### config.mk
export PLATFORM = sky130hd
export DESIGN_NAME = rxes_engine
export DESIGN_NICKNAME = d
export VERILOG_FILES = /design/src/rxes_history.v /design/src/rxes_engine.v
export VERILOG_INCLUDE_DIRS = /design/src
export SDC_FILE = /design/constraint.sdc
export NUM_CORES = 2
export LEC_CHECK = 0
export BUFFER_PORTS_ARGS = -buffer_cell sky130_fd_sc_hd__buf_2
export CAP_MARGIN = 10
export CORE_MARGIN = 2
export CORE_UTILIZATION = 40
export CTS_CLUSTER_DIAMETER = 120
export DETAILED_ROUTE_END_ITERATION = 16
export GPL_TIMING_DRIVEN = 0
export PLACE_DENSITY = 0.59
export SKIP_LAST_GASP = 1
export SLEW_MARGIN = 15
export SYNTH_ARGS = -nofsm -noshare
export SYNTH_HDL_FRONTEND = slang
export SYNTH_SLANG_ARGS = --single-unit
### constraint.sdc
create_clock -name clk_i -period 36.9 [get_ports clk_i]
set_input_delay 3.69 -clock clk_i [delete_from_list [all_inputs] [get_ports clk_i]]
set_output_delay 3.69 -clock clk_i [all_outputs]
set_load 0.1 [all_outputs]
### src/rxes_regs.vh
/*
  Register indices, field positions, state codes and reset values of the
  receive-margin scan engine.
  Assumes the includer uses these names only; the file holds definitions.
*/
`ifndef RXES_REGS_VH
`define RXES_REGS_VH

// ----------------------------------------------------------------------
// register word indices (byte address is four times the index)
// ----------------------------------------------------------------------
`define RXES_IDX_RCAP0 12'h850
`define RXES_IDX_SCAP0 12'h855
`define RXES_IDX_COUNTS 12'h85A
`define RXES_IDX_STATUS 12'h85B
`define RXES_IDX_CFG0 12'hC7B
`define RXES_IDX_PAT0 12'hC7C
`define RXES_IDX_IGN0 12'hC81
`define RXES_IDX_MSK0 12'hC86
`define RXES_LAST_WORD 12'h004

// ----------------------------------------------------------------------
// configuration word fields
// ----------------------------------------------------------------------
`define RXES_ERRDET_BIT 24
`define RXES_SCAN_EN_BIT 23
`define RXES_CTRL_ARM 18
`define RXES_CTRL_RUN 17
`define RXES_TRIG_MSB 22
`define RXES_TRIG_LSB 19
`define RXES_PRESC_MSB 16
`define RXES_PRESC_LSB 12
`define RXES_HORZ_MSB 11
`define RXES_HORZ_LSB 0

// ----------------------------------------------------------------------
// count and status word fields
// ----------------------------------------------------------------------
`define RXES_SAMPLE_MSB 31
`define RXES_SAMPLE_LSB 16
`define RXES_ERROR_MSB 15
`define RXES_ERROR_LSB 0

// ----------------------------------------------------------------------
// state codes
// ----------------------------------------------------------------------
`define RXES_ST_WAIT 3'b000
`define RXES_ST_RESET 3'b001
`define RXES_ST_COUNT 3'b011
`define RXES_ST_END 3'b010
`define RXES_ST_CAPTURE_WAIT_STATE 3'b101
`define RXES_ST_READ 3'b100

// ----------------------------------------------------------------------
// one-hot trigger selections
// ----------------------------------------------------------------------
`define RXES_TRIG_ERR 4'h1
`define RXES_TRIG_QUAL 4'h2
`define RXES_TRIG_PIN 4'h4
`define RXES_TRIG_NOW 4'h8

// ----------------------------------------------------------------------
// reset values
// ----------------------------------------------------------------------
`define RXES_CFG0_RST 32'h00800000
`define RXES_PAT_RST 160'h0
`define RXES_IGN_RST {160{1'b1}}
`define RXES_MSK_RST {{80{1'b1}}, {80{1'b0}}}

`endif

### src/rxes_history.v
/*
  Two-cycle history of one receive data bus.
  Assumes data arrives synchronous to clk_i; shift_en_i low freezes it.
*/
`timescale 1ns/1ps

module rxes_history #(
  parameter W = 80
) (
  // clock and reset
  input wire clk_i,
  input wire rst_n_i,
  // control and data
  input wire shift_en_i,
  input wire [W-1:0] data_i,
  // history
  output reg [W-1:0] cur_o,
  output reg [W-1:0] prev_o
);

  // --------------------------------------------------------------------
  // shift register
  // --------------------------------------------------------------------
  always @(posedge clk_i or negedge rst_n_i) begin
    if (!rst_n_i) begin
      cur_o <= {W{1'b0}};
      prev_o <= {W{1'b0}};
    end else if (shift_en_i) begin
      cur_o <= data_i;
      prev_o <= cur_o;
    end
  end

endmodule

### src/rxes_engine.v
/*
  Receive-margin scan engine: counting loop, capture loop, register port.
  Assumes recovered and offset data buses synchronous to clk_i and an
  APB3 master driving the register port with word addresses times four.
*/
// Operation
// - control bit 1 requests capture, bit 0 requests counting
// - in WAIT, counting request starts count loop, capture request capture
// - RESET clears both counters, then goes to COUNT or CAPTURE_WAIT_STATE
// - COUNT accumulates in 16-bit counters; saturation freezes and ends
// - status bit 0 is done in END, READ, WAIT; bits 3:1 state
// - state codes WAIT 000 RESET 001 COUNT 011 END 010 CAPTURE_WAIT_STATE 101 READ 100
// - END returns to WAIT once counting request is cleared
// - final counts stay valid in END and WAIT for the host
// - sample counter advances once per 2^(1+prescale) qualified cycles
// - CAPTURE_WAIT_STATE shifts both histories and stops them on trigger
// - trigger select picks match, unmasked error, pin rising edge or manual trigger
// - select 0001 error, 0010 match, 0100 pin rising, 1000 immediate
// - READ presents frozen two-cycle recovered and offset data
// - horizontal offset is a 12-bit two's complement phase count
// - error mask is five words, 1 excludes offset bit, 0 includes
// - error counter adds unmasked ones of recent offset cycle, low half
// - with upper mask half used, error counter adds one per error cycle
// - match pattern is five words; host shifts it to find alignment
// - match ignore bits: set drops recovered bit, clear requires match
// - recovered capture: present cycle low 80, previous upper 80
// - offset capture: present cycle low 80, previous upper 80
// - error output is high the cycle after each unmasked-error cycle in COUNT or CAPTURE_WAIT_STATE
`timescale 1ns/1ps
`include "rxes_regs.vh"

module rxes_engine #(
  parameter DATA_W = 80,
  parameter CNT_W = 16,
  parameter ADDR_W = 14
) (
  // clock and resets
  input wire clk_i,
  input wire reset_n_i,
  input wire scan_reset_i,
  // apb3 register port
  input wire psel_i,
  input wire penable_i,
  input wire pwrite_i,
  input wire [ADDR_W-1:0] paddr_i,
  input wire [31:0] pwdata_i,
  output reg [31:0] prdata_o,
  output reg pready_o,
  output reg pslverr_o,
  // receive data buses
  input wire [DATA_W-1:0] recovered_bits_i,
  input wire [DATA_W-1:0] offset_bits_i,
  input wire external_capture_request_i,
  // sampler controls and events
  output reg mismatch_pulse_out_o,
  output reg [`RXES_HORZ_MSB:0] sampling_phase_shift_o,
  output reg error_detect_mode_o,
  output reg scan_enable_o
);

  localparam FIFO_W = 2 * DATA_W;
  localparam [2:0] ST_WAIT = `RXES_ST_WAIT;
  localparam [2:0] ST_RESET = `RXES_ST_RESET;
  localparam [2:0] ST_COUNT = `RXES_ST_COUNT;
  localparam [2:0] ST_END = `RXES_ST_END;
  localparam [2:0] ST_CAPTURE_WAIT_STATE = `RXES_ST_CAPTURE_WAIT_STATE;
  localparam [2:0] ST_READ = `RXES_ST_READ;
  localparam [CNT_W-1:0] CNT_MAX = {CNT_W{1'b1}};

  // --------------------------------------------------------------------
  // reset release
  // --------------------------------------------------------------------
  reg rst_meta;
  reg rst_n;

  always @(posedge clk_i or negedge reset_n_i) begin
    if (!reset_n_i) begin
      rst_meta <= 1'b0;
      rst_n <= 1'b0;
    end else begin
      rst_meta <= 1'b1;
      rst_n <= rst_meta;
    end
  end

  // --------------------------------------------------------------------
  // register storage
  // --------------------------------------------------------------------
  reg [31:0] scan_command_field;
  reg [FIFO_W-1:0] match_pattern;
  reg [FIFO_W-1:0] match_ignore_bits;
  reg [FIFO_W-1:0] mismatch_bit_mask;
  reg [2:0] state;
  reg [2:0] next_state;
  reg [CNT_W-1:0] qualified_cycle_total;
  reg [CNT_W-1:0] mismatch_total;
  reg [32:0] presc_cnt;
  reg pin_q;

  wire run_req = scan_command_field[`RXES_CTRL_RUN];
  wire arm_req = scan_command_field[`RXES_CTRL_ARM];
  wire [3:0] trig_sel =
    scan_command_field[`RXES_TRIG_MSB:`RXES_TRIG_LSB];
  wire [4:0] cycle_divider_exponent =
    scan_command_field[`RXES_PRESC_MSB:`RXES_PRESC_LSB];
  wire scan_en = scan_command_field[`RXES_SCAN_EN_BIT];

  // --------------------------------------------------------------------
  // address decode
  // --------------------------------------------------------------------
  wire [11:0] idx = paddr_i[13:2];
  wire [11:0] pat_off = idx - `RXES_IDX_PAT0;
  wire [11:0] ign_off = idx - `RXES_IDX_IGN0;
  wire [11:0] msk_off = idx - `RXES_IDX_MSK0;
  wire [11:0] rcap_off = idx - `RXES_IDX_RCAP0;
  wire [11:0] scap_off = idx - `RXES_IDX_SCAP0;
  wire pat_hit = (idx >= `RXES_IDX_PAT0) && (pat_off <= `RXES_LAST_WORD);
  wire ign_hit = (idx >= `RXES_IDX_IGN0) && (ign_off <= `RXES_LAST_WORD);
  wire msk_hit = (idx >= `RXES_IDX_MSK0) && (msk_off <= `RXES_LAST_WORD);
  wire rcap_hit = (idx >= `RXES_IDX_RCAP0) &&
    (rcap_off <= `RXES_LAST_WORD);
  wire scap_hit = (idx >= `RXES_IDX_SCAP0) &&
    (scap_off <= `RXES_LAST_WORD);
  wire [7:0] pat_base = {pat_off[2:0], 5'h00};
  wire [7:0] ign_base = {ign_off[2:0], 5'h00};
  wire [7:0] msk_base = {msk_off[2:0], 5'h00};
  wire [7:0] rcap_base = {rcap_off[2:0], 5'h00};
  wire [7:0] scap_base = {scap_off[2:0], 5'h00};
  wire wr_en = psel_i & penable_i & pwrite_i & pready_o;

  // --------------------------------------------------------------------
  // data histories
  // --------------------------------------------------------------------
  wire [DATA_W-1:0] r_cur;
  wire [DATA_W-1:0] r_prev;
  wire [DATA_W-1:0] s_cur;
  wire [DATA_W-1:0] s_prev;
  wire hist_shift;

  rxes_history #(
    .W(DATA_W)
  ) u_recovered_hist (
    .clk_i(clk_i),
    .rst_n_i(rst_n),
    .shift_en_i(hist_shift),
    .data_i(recovered_bits_i),
    .cur_o(r_cur),
    .prev_o(r_prev)
  );

  rxes_history #(
    .W(DATA_W)
  ) u_offset_hist (
    .clk_i(clk_i),
    .rst_n_i(rst_n),
    .shift_en_i(hist_shift),
    .data_i(offset_bits_i),
    .cur_o(s_cur),
    .prev_o(s_prev)
  );

  wire [FIFO_W-1:0] captured_recovered_bits = {r_prev, r_cur};
  wire [FIFO_W-1:0] captured_offset_bits = {s_prev, s_cur};

  // --------------------------------------------------------------------
  // qualifier, error detection, trigger
  // --------------------------------------------------------------------
  wire qual_match = &((captured_recovered_bits ~^ match_pattern) |
    match_ignore_bits);
  wire [FIFO_W-1:0] unmasked =
    captured_offset_bits & ~mismatch_bit_mask;
  wire any_err = |unmasked;
  wire upper_used = ~&mismatch_bit_mask[FIFO_W-1:DATA_W];
  wire pin_rise = external_capture_request_i & ~pin_q;
  wire trigger = ((trig_sel == `RXES_TRIG_ERR) && any_err) ||
    ((trig_sel == `RXES_TRIG_QUAL) && qual_match) ||
    ((trig_sel == `RXES_TRIG_PIN) && pin_rise) ||
    (trig_sel == `RXES_TRIG_NOW);
  wire cnt_sat = (qualified_cycle_total == CNT_MAX) ||
    (mismatch_total == CNT_MAX);

  // freeze on trigger and while results are on show
  assign hist_shift = !((state == ST_CAPTURE_WAIT_STATE) && trigger) &&
    (state != ST_READ);

  function [7:0] ones_count;
    input [DATA_W-1:0] v;
    integer i;
    begin
      ones_count = 8'h00;
      for (i = 0; i < DATA_W; i = i + 1) begin
        ones_count = ones_count + {7'h00, v[i]};
      end
    end
  endfunction

  wire [7:0] err_lo = ones_count(unmasked[DATA_W-1:0]);
  wire [7:0] err_add = upper_used ? {7'h00, any_err} : err_lo;
  wire [CNT_W:0] err_sum = {1'b0, mismatch_total} +
    {{(CNT_W-7){1'b0}}, err_add};
  wire [32:0] presc_top = (33'h000000001 <<
    ({1'b0, cycle_divider_exponent} + 6'h01)) - 33'h000000001;

  // --------------------------------------------------------------------
  // state machine
  // --------------------------------------------------------------------
  always @* begin
    next_state = state;
    case (state)
      ST_WAIT: begin
        if (run_req || arm_req) begin
          next_state = ST_RESET;
        end
      end
      ST_RESET: begin
        if (run_req) begin
          next_state = ST_COUNT;
        end else if (arm_req) begin
          next_state = ST_CAPTURE_WAIT_STATE;
        end else begin
          next_state = ST_WAIT;
        end
      end
      ST_COUNT: begin
        if (cnt_sat || !run_req) begin
          next_state = ST_END;
        end
      end
      ST_END: begin
        if (!run_req) begin
          next_state = ST_WAIT;
        end
      end
      ST_CAPTURE_WAIT_STATE: begin
        if (trigger || !arm_req) begin
          next_state = ST_READ;
        end
      end
      ST_READ: begin
        if (!arm_req) begin
          next_state = ST_WAIT;
        end
      end
      default: begin
        next_state = ST_WAIT;
      end
    endcase
    if (scan_reset_i || !scan_en) begin
      next_state = ST_WAIT;
    end
  end

  always @(posedge clk_i or negedge rst_n) begin
    if (!rst_n) begin
      state <= ST_WAIT;
      pin_q <= 1'b0;
    end else begin
      state <= next_state;
      pin_q <= external_capture_request_i;
    end
  end

  // --------------------------------------------------------------------
  // counters
  // --------------------------------------------------------------------
  always @(posedge clk_i or negedge rst_n) begin
    if (!rst_n) begin
      qualified_cycle_total <= {CNT_W{1'b0}};
      mismatch_total <= {CNT_W{1'b0}};
      presc_cnt <= 33'h000000000;
    end else if (scan_reset_i || state == ST_RESET) begin
      qualified_cycle_total <= {CNT_W{1'b0}};
      mismatch_total <= {CNT_W{1'b0}};
      presc_cnt <= 33'h000000000;
    end else if (state == ST_COUNT && !cnt_sat && qual_match) begin
      if (err_sum[CNT_W]) begin
        mismatch_total <= CNT_MAX;
      end else begin
        mismatch_total <= err_sum[CNT_W-1:0];
      end
      if (presc_cnt == presc_top) begin
        presc_cnt <= 33'h000000000;
        qualified_cycle_total <= qualified_cycle_total +
          {{(CNT_W-1){1'b0}}, 1'b1};
      end else begin
        presc_cnt <= presc_cnt + 33'h000000001;
      end
    end
  end

  // --------------------------------------------------------------------
  // event and sampler outputs
  // --------------------------------------------------------------------
  always @(posedge clk_i or negedge rst_n) begin
    if (!rst_n) begin
      mismatch_pulse_out_o <= 1'b0;
      sampling_phase_shift_o <= {(`RXES_HORZ_MSB+1){1'b0}};
      error_detect_mode_o <= 1'b0;
      scan_enable_o <= 1'b0;
    end else begin
      mismatch_pulse_out_o <= any_err &&
        (state == ST_COUNT || state == ST_CAPTURE_WAIT_STATE);
      sampling_phase_shift_o <=
        scan_command_field[`RXES_HORZ_MSB:`RXES_HORZ_LSB];
      error_detect_mode_o <= scan_command_field[`RXES_ERRDET_BIT];
      scan_enable_o <= scan_en;
    end
  end

  // --------------------------------------------------------------------
  // register writes
  // --------------------------------------------------------------------
  always @(posedge clk_i or negedge rst_n) begin
    if (!rst_n) begin
      scan_command_field <= `RXES_CFG0_RST;
      match_pattern <= `RXES_PAT_RST;
      match_ignore_bits <= `RXES_IGN_RST;
      mismatch_bit_mask <= `RXES_MSK_RST;
    end else if (wr_en) begin
      if (idx == `RXES_IDX_CFG0) begin
        scan_command_field <= pwdata_i;
      end else if (pat_hit) begin
        match_pattern[pat_base +: 32] <= pwdata_i;
      end else if (ign_hit) begin
        match_ignore_bits[ign_base +: 32] <= pwdata_i;
      end else if (msk_hit) begin
        mismatch_bit_mask[msk_base +: 32] <= pwdata_i;
      end
    end
  end

  // --------------------------------------------------------------------
  // register reads
  // --------------------------------------------------------------------
  reg [31:0] next_rdata;
  reg next_hit;
  wire done = (state == ST_WAIT) || (state == ST_END) ||
    (state == ST_READ);

  always @* begin
    next_rdata = 32'h00000000;
    next_hit = 1'b1;
    if (idx == `RXES_IDX_STATUS) begin
      next_rdata = {28'h0000000, state, done};
    end else if (idx == `RXES_IDX_COUNTS) begin
      next_rdata = {qualified_cycle_total, mismatch_total};
    end else if (idx == `RXES_IDX_CFG0) begin
      next_rdata = scan_command_field;
    end else if (rcap_hit) begin
      next_rdata = captured_recovered_bits[rcap_base +: 32];
    end else if (scap_hit) begin
      next_rdata = captured_offset_bits[scap_base +: 32];
    end else if (pat_hit) begin
      next_rdata = match_pattern[pat_base +: 32];
    end else if (ign_hit) begin
      next_rdata = match_ignore_bits[ign_base +: 32];
    end else if (msk_hit) begin
      next_rdata = mismatch_bit_mask[msk_base +: 32];
    end else begin
      next_hit = 1'b0;
    end
  end

  // --------------------------------------------------------------------
  // apb3 handshake
  // --------------------------------------------------------------------
  always @(posedge clk_i or negedge rst_n) begin
    if (!rst_n) begin
      prdata_o <= 32'h00000000;
      pready_o <= 1'b0;
      pslverr_o <= 1'b0;
    end else if (psel_i && !penable_i) begin
      prdata_o <= next_rdata;
      pready_o <= 1'b1;
      pslverr_o <= !next_hit;
    end else begin
      pready_o <= 1'b0;
      pslverr_o <= 1'b0;
    end
  end

endmodule

==> results.json <==
{
  "htree_levels": 3,
  "root_buffer": "clkbuf_16",
  "overflow": 0,
  "vdd_drop_max_v": 0.000141,
  "synth_edf_count": 0,
  "routed_wl_mm": 314,
  "cp.required_ns": 37.56,
  "grt_pass1_wl_mm": 416,
  "total_power_uw": 3200,
  "cpPeakStageDelay_ns": 1.08,
  "end_kind": "register",
  "async_flop_share": 1.00,
  "gp_congestion": 1.09,
  "ys_seq_area_frac": 0.458,
  "crit_buf_inv": 13,
  "yosysWarningCount": 0,
  "cts.path.max_buffers": 3,
  "utilization": 0.466,
  "die_h_um": 367,
  "grt_pass1_vias": 45400,
  "nNetsFinal": 5600,
  "post_drt_wl_per_cell_um": 43.9,
  "drtPass1Iterations": 6,
  "final.setup_skew_ns": 0.0583,
  "critical_path_class": "in2reg",
  "synth.avg_cell_area_sq_um": 10.8,
  "drtAntennaViolNets": 0,
  "cts.clk_slew.worst_paths_ns": 0.06,
  "power.density_nw_per_um2": 52.4,
  "min-delay-path-class": "reg2async",
  "dr.first_iter.drc_count": 6194,
  "ioPinCount": 262,
  "synth.cell_area_sq_um": 52700,
  "final_common_cell": "dfrtp_1",
  "slew_violations": 0,
  "viasPerCell": 6.59,
  "dp_hpwl_mm": 251,
  "cp-start-kind": "primary input",
  "syn_inst": 4866,
  "path_max_fanout": 13,
  "start_util": 0.402,
  "cts_tree": "yes",
  "rr_endpoint": "mismatch_total[13]$_DFFE_PN0P_",
  "mostFrequentLayoutCells": "710 x dfrtp_1, 644 x nand2_1, 327 x mux2_1, 325 x o21ai_0, 316 x buf_2",
  "outcome": "finished clean",
  "tightestPinTransition_ns": 1.47,
  "synth-seq-cells": 952,
  "grt_usage": 0.460,
  "setup_tns_ns": 0,
  "cts_hold_buf": 0,
  "die_w_um": 367,
  "critical_path.slowest_cell": "o31ai_1",
  "antenna_found_initial": 43,
  "synth_cell_types": 93,
  "cts_setup_buffers": 0,
  "rows": 133,
  "die_area_sq_um": 135000,
  "clk_latency_ns": 0.80,
  "period_needed_ns": 14.28,
  "r2r.worst_path.cells": 27,
  "clock_sinks": 952,
  "hold_violations": 0,
  "drcViolationCount": 0,
  "leakage_uw": 0.0249,
  "r2r_start": "u_offset_hist.cur_o[35]$_DFFE_PN0P_",
  "reg2reg_slack_ns": 27.37,
  "rsz0062_at_grt": "false",
  "drive_gt1_frac": 0.237,
  "areaGrowthSynthToFinish_pct": 16.0,
  "max_cap_viol_count": 0,
  "via_count": 47000,
  "path_depth": 22,
  "numCtsBuffers": 113,
  "cpLargestDelayFamily": "buffers and inverters",
  "slew-limit-headroom": 0.0191,
  "port-buffer-count": 254,
  "grt_max_degree": 57,
  "multi_input_area_sq_um": 26700,
  "path_cells": "buf_2 -> buf_1 -> buf_2 -> buf_2 -> clkbuf_1 -> clkinv_1 -> clkbuf_1 -> clkbuf_1 -> ha_1 -> ha_1 -> clkbuf_1 -> clkinv_1 -> nor2_1 -> or3_1 -> clkbuf_1 -> o21ai_0 -> or2_2 -> clkbuf_1 -> clkbuf_1 -> o31ai_1 -> a21oi_1 -> o21ai_0",
  "arrival_ns": 14.94,
  "period_share": 0.387,
  "coreArea_sq_um": 131000,
  "setup_viol": 0,
  "n_fill_cell": 12600,
  "cp_common_cell": "clkbuf_1",
  "synthFlopType": "dfrtp_1",
  "cts_resized": 0,
  "register_area_sq_um": 24100,
  "fmax_mhz": 70.0
}
[synth_stat cells, types with 72 or more instances]
library cell | instances | area (sq um)
clkbuf_1 | 260 | 976
a21oi_1 | 188 | 941
mux2_2 | 278 | 3130
dfrtp_1 | 711 | 17800
nand3_1 | 72 | 360
dfstp_2 | 241 | 6330
mux4_2 | 133 | 3000
inv_1 | 129 | 484
xnor2_1 | 170 | 1490
nor2_1 | 107 | 402
o21ai_0 | 325 | 1630
nand2_1 | 644 | 2420
mux2_1 | 327 | 3680
o22ai_1 | 115 | 719
nand2b_1 | 110 | 688
[kinds of logic (layout without fill, tap and decap cells)]
logic type | after synthesis | in the layout | share of synthesized area
buffers and inverters | 497 | 1003 | 0.0374
adder cells (fa/ha/maj) | 113 | 113 | 0.0368
other | 1 | 17 | 0.0000711
flip-flops | 952 | 952 | 0.458
XOR/XNOR | 183 | 183 | 0.0304
AND/OR/NAND/NOR | 1349 | 1349 | 0.127
multiplexers | 751 | 751 | 0.189
AO/OA/AOI/OAI | 1020 | 1020 | 0.123
[per-stage QoR]
| step | area (sq um) | hold slack [ns] | instances | setup slack, ns |
|---|---|---|---|---|
| global route | 61100 | 0.368 | 7129 | 22.94 |
| CTS | 61100 | 0.355 | 7126 | 23.32 |
| detailed placement | 57000 | 0.337 | 6912 | 22.55 |
| global placement | 56200 | 0.334 | 6876 | -4.78 |
| floorplan | 52700 | 0.331 | 4867 | 8.82 |
| finish | 61100 | 0.335 | 7143 | 22.62 |
[sequential cells by signal, indices dropped and copies added (netlist names), 3 cells and up]
signal                   cells
match_ignore_bits          160
match_pattern              160
mismatch_bit_mask          160
u_offset_hist.cur_o         80
u_offset_hist.prev_o        80
u_recovered_hist.cur_o      80
u_recovered_hist.prev_o     80
presc_cnt                   33
prdata_o                    32
scan_command_field          32
mismatch_total              16
qualified_cycle_total       16
sampling_phase_shift_o      12
state                        3
[where the power goes]
part | switching (uW) | internal (uW)
clock | 510 | 737
combinational | 510 | 337
sequential | 42.7 | 1070
total | 1060 | 2140
[per-layer routing]
metal  up-vias  GRT usage  wire [um]
li1      18500          -          -
met1     24500      0.585     121000
met2      3101      0.659     130000
met3       940      0.145      34000
met4        22      0.330      28100
met5         -          0        148
[worst max path at each step]
stage	from	to	slack, ns
2_1_floorplan	rst_n$_DFF_PN0_	error_detect_mode_o$_DFF_PN0_	8.82
3_3_place_gp	rst_n$_DFF_PN0_	presc_cnt[29]$_DFFE_PN0P_	-4.78
3_5_place_dp	paddr_i[2]	prdata_o[6]$_DFFE_PN0P_	22.55
4_1_cts	paddr_i[2]	prdata_o[6]$_DFFE_PN0P_	23.32
5_1_grt	paddr_i[2]	prdata_o[6]$_DFFE_PN0P_	22.94
6_report	paddr_i[2]	prdata_o[10]$_DFFE_PN0P_	22.62
[final cells by class]
| class | count | share of cell area |
|---|---|---|
| Clock buffer | 157 | 0.0526 |
| Clock inverter | 57 | 0.0141 |
| Tap cell | 1755 | 0.0359 |
| Sequential cell | 952 | 0.395 |
| Antenna cell | 15 | 0.000614 |
| Inverter | 134 | 0.00823 |
| Multi-Input combinational cell | 3418 | 0.437 |
| Buffer | 363 | 0.0248 |
| Timing Repair Buffer | 292 | 0.0322 |
Power figures use the tool's default switching activity.
